--- config.mk ---
export PLATFORM = sky130hd
export DESIGN_NAME = rhp_run_halt
export DESIGN_NICKNAME = d
export VERILOG_FILES = /design/src/hw/rhp_pkg.sv /design/src/hw/rhp_run_halt.sv
export SDC_FILE = /design/constraint.sdc
export NUM_CORES = 1
export LEC_CHECK = 0
export BUFFER_PORTS_ARGS = -buffer_cell sky130_fd_sc_hd__clkbuf_2
export CAP_MARGIN = 40
export CORE_MARGIN = 2
export CORE_UTILIZATION = 48
export DETAILED_ROUTE_END_ITERATION = 16
export PLACE_DENSITY = 0.74
export SETUP_SLACK_MARGIN = 0.4
export SKIP_CTS_REPAIR_TIMING = 1
export SLEW_MARGIN = 20
export SYNTH_ARGS = -nofsm -noshare
export SYNTH_HDL_FRONTEND = slang
export SYNTH_SLANG_ARGS = --single-unit
--- constraint.sdc ---
create_clock -name i_ref_clk -period 1 [get_ports i_ref_clk]
set_input_delay 0 -clock i_ref_clk [delete_from_list [all_inputs] [get_ports i_ref_clk]]
set_output_delay 0 -clock i_ref_clk [all_outputs]
set_load 0.01 [all_outputs]
--- src/hw/rhp_pkg.sv ---
package rhp_pkg;

	// ----------------------------------------
	// timing
	// ----------------------------------------
	localparam int REF_CLK_HZ      = 40000000;
	localparam int REF_PERIOD_NS   = 25;
	// strobe on the run-state flip-flops, least width in ns
	localparam int STROBE_MIN_NS   = 45;
	localparam int STROBE_MAX_NS   = 55;
	// least width rounds up to whole cycles
	localparam int STROBE_MIN_CYC  =
		(STROBE_MIN_NS + REF_PERIOD_NS - 1) / REF_PERIOD_NS;
	// machine cycle in ns and the run pulse width in ns
	localparam int MACH_CYCLE_NS   = 1600;
	localparam int RUN_PULSE_NS    = 1400;
	localparam int MACH_CYCLE_CYC  = MACH_CYCLE_NS / REF_PERIOD_NS;
	localparam int RUN_PULSE_CYC   = RUN_PULSE_NS / REF_PERIOD_NS;

	// ----------------------------------------
	// latch and run-state reset values
	// ----------------------------------------
	localparam logic LATCH_RST     = 1'h0;
	localparam logic RUN_STATE_RST = 1'h0;

	// ----------------------------------------
	// latch states
	// ----------------------------------------
	typedef enum logic [0:0] {
		RHP_OPEN   = 1'h0,
		RHP_CLOSED = 1'h1
	} rhp_latch_t;

endpackage

--- src/hw/rhp_run_halt.sv ---
`timescale 1ns/1ps
module rhp_run_halt
	import rhp_pkg::*;
(
	// clock and reset
	input  wire logic i_ref_clk,
	input  wire logic i_rstn,
	input  wire logic i_ce,
	// front-panel contacts, asynchronous
	input  wire logic i_run_no,
	input  wire logic i_run_nc,
	input  wire logic i_halt_no,
	input  wire logic i_halt_nc,
	input  wire logic i_clear_req,
	// phase strobes, one-cycle pulses from the timing generator
	input  wire logic i_t1_strobe,
	input  wire logic i_t2_strobe,
	input  wire logic i_t5_end_strobe,
	input  wire logic i_phase_seven_s_strobe,
	// phase logic and lamps
	output logic      o_run_pulse,
	output logic      o_run_state_early,
	output logic      o_run_state_late,
	output logic      o_halt_req,
	output logic      o_run_lamp,
	output logic      o_halt_lamp
);

	// ----------------------------------------
	// input synchronisers
	// ----------------------------------------
	// two flops per contact; first stage read only by the second
	logic [4:0] sync1_q;
	logic [4:0] sync2_q;
	wire  [4:0] async_in = {i_clear_req, i_halt_nc, i_halt_no,
	                        i_run_nc, i_run_no};

	always_ff @(posedge i_ref_clk or negedge i_rstn) begin
		if (!i_rstn) begin
			sync1_q <= 5'h00;
			sync2_q <= 5'h00;
		end else if (i_ce) begin
			sync1_q <= async_in;
			sync2_q <= sync1_q;
		end
	end

	wire run_no_s   = sync2_q[0];
	wire run_nc_s   = sync2_q[1];
	wire halt_no_s  = sync2_q[2];
	wire halt_nc_s  = sync2_q[3];
	wire clear_s    = sync2_q[4];

	// ----------------------------------------
	// pushbutton latches
	// ----------------------------------------
	// set-reset: a bouncing contact only repeats the same set or reset
	rhp_latch_t run_button_latch_q;
	rhp_latch_t halt_button_latch_q;
	rhp_latch_t run_latch_d;
	rhp_latch_t halt_latch_d;

	// set wins only while its contact is made; nc restores release
	function automatic rhp_latch_t latch_next(
		input logic       no_made,
		input logic       nc_made,
		input rhp_latch_t cur
	);
		// both open (bounce, travel) holds the last state
		if (no_made) begin
			return RHP_CLOSED;
		end else if (nc_made) begin
			return RHP_OPEN;
		end
		return cur;
	endfunction

	assign run_latch_d = latch_next(run_no_s, run_nc_s,
		run_button_latch_q);
	assign halt_latch_d = latch_next(halt_no_s, halt_nc_s,
		halt_button_latch_q);

	always_ff @(posedge i_ref_clk or negedge i_rstn) begin
		if (!i_rstn) begin
			run_button_latch_q  <= RHP_OPEN;
			halt_button_latch_q <= RHP_OPEN;
		end else if (i_ce) begin
			run_button_latch_q  <= run_latch_d;
			halt_button_latch_q <= halt_latch_d;
		end
	end

	wire run_switch_level = (run_button_latch_q == RHP_CLOSED);
	wire halt_req         = (halt_button_latch_q == RHP_CLOSED);

	// ----------------------------------------
	// run synchroniser stages
	// ----------------------------------------
	logic run_sync_stage_a_q;
	logic run_sync_stage_b_q;

	always_ff @(posedge i_ref_clk or negedge i_rstn) begin
		if (!i_rstn) begin
			run_sync_stage_a_q <= LATCH_RST;
			run_sync_stage_b_q <= LATCH_RST;
		end else if (i_ce) begin
			if (i_t2_strobe) begin
				run_sync_stage_a_q <= run_switch_level;
			end
			if (i_t1_strobe) begin
				run_sync_stage_b_q <= run_sync_stage_a_q;
			end
		end
	end

	// stage b kills the gate: one pulse per press however long held
	wire gate_term = ~run_sync_stage_b_q;
	wire run_pulse = run_sync_stage_a_q & gate_term;

	// ----------------------------------------
	// run-state flip-flops
	// ----------------------------------------
	// strobes are cycle-wide pulses; the strobe generator gives one cycle, under STROBE_MIN_CYC
	logic run_state_early_q;
	logic run_state_late_q;
	wire  early_reset = clear_s | halt_req;

	always_ff @(posedge i_ref_clk or negedge i_rstn) begin
		if (!i_rstn) begin
			run_state_early_q <= RUN_STATE_RST;
			run_state_late_q  <= RUN_STATE_RST;
		end else if (i_ce) begin
			// halt is direct, so it beats a coincident set
			if (early_reset) begin
				run_state_early_q <= 1'h0;
			end else if (i_t5_end_strobe && run_pulse) begin
				run_state_early_q <= 1'h1;
			end
			if (i_phase_seven_s_strobe) begin
				if (!run_state_early_q) begin
					run_state_late_q <= 1'h0;
				end else if (run_pulse) begin
					run_state_late_q <= 1'h1;
				end
			end
		end
	end

	// ----------------------------------------
	// outputs
	// ----------------------------------------
	assign o_run_pulse       = run_pulse;
	assign o_run_state_early = run_state_early_q;
	assign o_run_state_late  = run_state_late_q;
	assign o_halt_req        = halt_req;
	assign o_run_lamp        = run_state_late_q;
	assign o_halt_lamp       = ~run_state_late_q;

	// ----------------------------------------
	// checks
	// ----------------------------------------
	// strobes share the clock, so no synchroniser lag is allowed for here
	pulse_needs_a_a: assert property (
		@(posedge i_ref_clk) disable iff (!i_rstn)
		$rose(o_run_pulse) |-> $past(i_t2_strobe) && $past(i_ce))
		else $error("run pulse rose off phase two");
	stage_b_kills_a: assert property (
		@(posedge i_ref_clk) disable iff (!i_rstn)
		(i_ce && i_t1_strobe && run_sync_stage_a_q) |=> !o_run_pulse)
		else $error("run pulse outlived phase one");
	a_follows_t2_a: assert property (
		@(posedge i_ref_clk) disable iff (!i_rstn)
		(i_ce && i_t2_strobe) |=>
			run_sync_stage_a_q == $past(run_switch_level))
		else $error("stage a missed phase two");
	a_holds_a: assert property (
		@(posedge i_ref_clk) disable iff (!i_rstn)
		!(i_ce && i_t2_strobe) |=> $stable(run_sync_stage_a_q))
		else $error("stage a moved off phase two");
	b_follows_t1_a: assert property (
		@(posedge i_ref_clk) disable iff (!i_rstn)
		(i_ce && i_t1_strobe) |=>
			run_sync_stage_b_q == $past(run_sync_stage_a_q))
		else $error("stage b missed phase one");
	halt_clears_a: assert property (
		@(posedge i_ref_clk) disable iff (!i_rstn)
		(i_ce && halt_req) |=> !run_state_early_q)
		else $error("halt did not clear early state");
	clear_clears_a: assert property (
		@(posedge i_ref_clk) disable iff (!i_rstn)
		(i_ce && clear_s) |=> !run_state_early_q)
		else $error("clear did not clear early state");
	early_rise_a: assert property (
		@(posedge i_ref_clk) disable iff (!i_rstn)
		$rose(run_state_early_q) |->
			$past(i_t5_end_strobe) && $past(run_pulse))
		else $error("early state set without strobe and pulse");
	late_rise_a: assert property (
		@(posedge i_ref_clk) disable iff (!i_rstn)
		$rose(run_state_late_q) |->
			$past(i_phase_seven_s_strobe) && $past(run_pulse))
		else $error("late state set without strobe and pulse");
	late_fall_a: assert property (
		@(posedge i_ref_clk) disable iff (!i_rstn)
		$fell(run_state_late_q) |->
			$past(i_phase_seven_s_strobe) && !$past(run_state_early_q))
		else $error("late state cleared off seven-s");
	pulse_once_a: assert property (
		@(posedge i_ref_clk) disable iff (!i_rstn)
		$rose(o_run_pulse) |-> !$past(run_sync_stage_a_q))
		else $error("second run pulse without a new press");
	lamp_pair_a: assert property (
		@(posedge i_ref_clk) disable iff (!i_rstn)
		(o_run_lamp == run_state_late_q) && (o_halt_lamp != o_run_lamp))
		else $error("lamps disagree with late state");

endmodule

==> results.md <==
* Run status: finished, violations left
* Violated checks: hold timing
* DRC viols at 0
* Area Overhead vs Synth at 28.6%
* Path depth of the worst reg2reg path at 2
* IO Port Bufs at 17
* Pre-CTS WS at 0.117 ns
* Max rail drop VDD at 996 uV
* Gpl congestion at 0.591
* PD cells at 2000 mW/mm^2
* Mapped Area at 661 um^2
* Hold_ws at -0.0541 ns
* Core Rows at 13
* Unrepaired setup endpoints after global routing: true
* Min Tclk post-route at 0.986 ns
* Worst-Margin Slew at 0.539 ns
* Ports at 18
* Layout cells sized above 1 at 57.6%
* Full die area at 0.00169 mm^2
* Initial antenna violation count at 0
* Final instance area at 850 um^2
* Yosys cell types at 15
* CTS tree: done
* Post-DR wirelength/cell at 13.7 um
* First drt pass iteration count at 2
* Iteration-0 DRC Markers at 3
* Required time of the critical path at 1.00 ns
* DPL Wire Length at 713 um
* Synth Register Bits at 16
* Crit start category: register
* YS warnings at 0
* WHS Path Cells at 2
* Layout net count at 79
* Pin count of the biggest net entering global routing at 21
* Final critical-path share of the clock period at 98.6%
* Setup TNS at 0 ns
* Root Buffer: clkbuf_4
* Max Freq at 1010 MHz
* CTS H-tree lvls at 1
* Critical Path AT at 0.99 ns
* Total global-route track usage at 14.5%
* Gr ovfl total at 0
* Crit Path Max Fanout at 5
* Rel. slew slack at 64.1%
* Clock tree buffer depth at 2
* Worst-path clk slew at 0.10 ns
* Total CTS buffers at 3
* Tot Pwr at 1.70 mW
* # Max-Cap Violations at 0
* Endpoints failing hold at 6
* Leak at 0.441 nW
* Syn Inst Count at 45
* Fin worst setup slack at 0.0142 ns
* CP Class: reg2out
* Vias in the first global route at 383
* # clock sinks at 16
* CP endpoint kind: output pin
* Vias per cell at 5.09
* Global-route wire length before repair at 1500 um
* Vias post-DR at 412
* Syn Area/Cell at 14.7 um^2
* Worst-skew pair later-pin latency at 0.28 ns
* Finish-stage setup viols at 0
* Slew Limit Fails at 0
* Routed Antenna Nets at 0
* Core area at 0.00130 mm^2
* # fillers at 104
* Chip height at 41.1 um
* Syn_nets at 57
* Placed cell areas at 738 um^2
* Layout Skew at 0.00596 ns
* Antenna Cells at 0
* Die W at 41.1 um
* Final wirelength at 1110 um
* Seq/Total Area, Yosys at 60.6%
* HP Class: in2reg
* Initial Util at 50.8%
==> state kept, by name, indices dropped and copies added, names as in the netlist <==
| name | flops |
|---|---|
| o_halt_req | 1 |
| sync2_q | 5 |
| o_run_state_early | 1 |
| run_sync_stage_b_q | 1 |
| run_button_latch_q | 1 |
| run_sync_stage_a_q | 1 |
| o_run_lamp | 1 |
| sync1_q | 5 |
==> cell families (layout without fill, tap and decap cells) <==
kind of cell	Yosys count	count (layout)	share of synthesized area (%)
compound gates	5	5	5.87
simple gates	8	8	7.39
flops	16	16	60.6
mux	12	12	21.6
buf+inv	4	25	4.54
==> metal layers <==
layer / vias to the layer above / track usage [%] / part of all wire [%]
met1: 199 / 17.8 / 48
met5: - / 0 / 0
met4: 0 / 9.68 / 0.54
li1: 200 / - / -
met2: 11 / 21.5 / 47
met3: 2 / 4.89 / 4.2
==> cell usage in the layout, fill, tap and decap left out <==
master | netlist | layout
dfrtp_1 | 16 | 16
mux2_4 | 2 | 12
clkbuf_2 | 0 | 11
buf_2 | 0 | 4
nand2_1 | 3 | 3
clkbuf_4 | 0 | 3
nand2_2 | 2 | 2
a22o_1 | 2 | 2
buf_6 | 1 | 2
buf_4 | 2 | 2
nor2b_1 | 1 | 1
inv_2 | 0 | 1
and4b_1 | 1 | 1
o21ai_0 | 1 | 1
o21a_1 | 1 | 1
nand4b_1 | 1 | 1
a2bb2oi_1 | 1 | 1
clkbuf_8 | 0 | 1
dlygate4sd3_1 | 0 | 1
==> stage by stage <==
stage,hold WS (ns),utilization (%),cells
6_report,-0.0541,65.3,81
4_1_cts,-0.377,59.5,78
2_1_floorplan,-0.296,-,45
5_1_grt,-0.0583,65.3,81
3_3_place_gp,-0.0629,56.7,74
3_5_place_dp,-0.0640,56.7,74
==> report_power, final <==
| group | switching, mW | internal (mW) | total (mW) |
|---|---|---|---|
| Sequential | 0.0886 | 0.765 | 0.854 |
| Clock | 0.203 | 0.221 | 0.424 |
| Combinational | 0.151 | 0.271 | 0.422 |
| Total | 0.443 | 1.26 | 1.70 |
==> final cells by class <==
| class | instances | area, um^2 | share of cell area [%] |
|---|---|---|---|
| flip-flops and latches | 16 | 400 | 47.1 |
| multi-input cells | 25 | 268 | 31.5 |
| repair buffers | 20 | 123 | 14.4 |
| clock buffers | 4 | 36.3 | 4.27 |
| well taps | 15 | 18.8 | 2.21 |
| inverters | 1 | 3.75 | 0.442 |
==> critical path, stage by stage, from the launching register on <==
cell     delay (ns)
dfrtp_1        0.43
nor2b_1        0.14
buf_2          0.13
==> cells in the mapped netlist <==
library cell / instances / area share, %
dfrtp_1: 16 / 61
mux2_2: 10 / 17
nand2_1: 3 / 1.7
a22o_1: 2 / 2.7
buf_4: 2 / 2.3
mux2_4: 2 / 4.5
nand2_2: 2 / 1.9
a2bb2oi_1: 1 / 1.3
and4b_1: 1 / 1.5
buf_6: 1 / 1.7
inv_1: 1 / 0.57
nand4b_1: 1 / 1.3
nor2b_1: 1 / 0.95
o21a_1: 1 / 1.1
o21ai_0: 1 / 0.76
==> path summary, 6_finish.rpt <==
kind | slack (ns) | end | start
max | 0.01 | o_run_pulse | run_sync_stage_a_q
min | -0.05 | sync1_q[0] | i_run_no
max reg2reg | 0.08 | o_run_state_early | run_sync_stage_a_q
min reg2reg | 0.52 | run_button_latch_q | sync2_q[0]
max in group asynchronous | 0.54 | sync2_q[3] | i_rstn
min in group asynchronous | 0.17 | run_sync_stage_b_q | i_rstn
(Power assumes the default switching activity.)
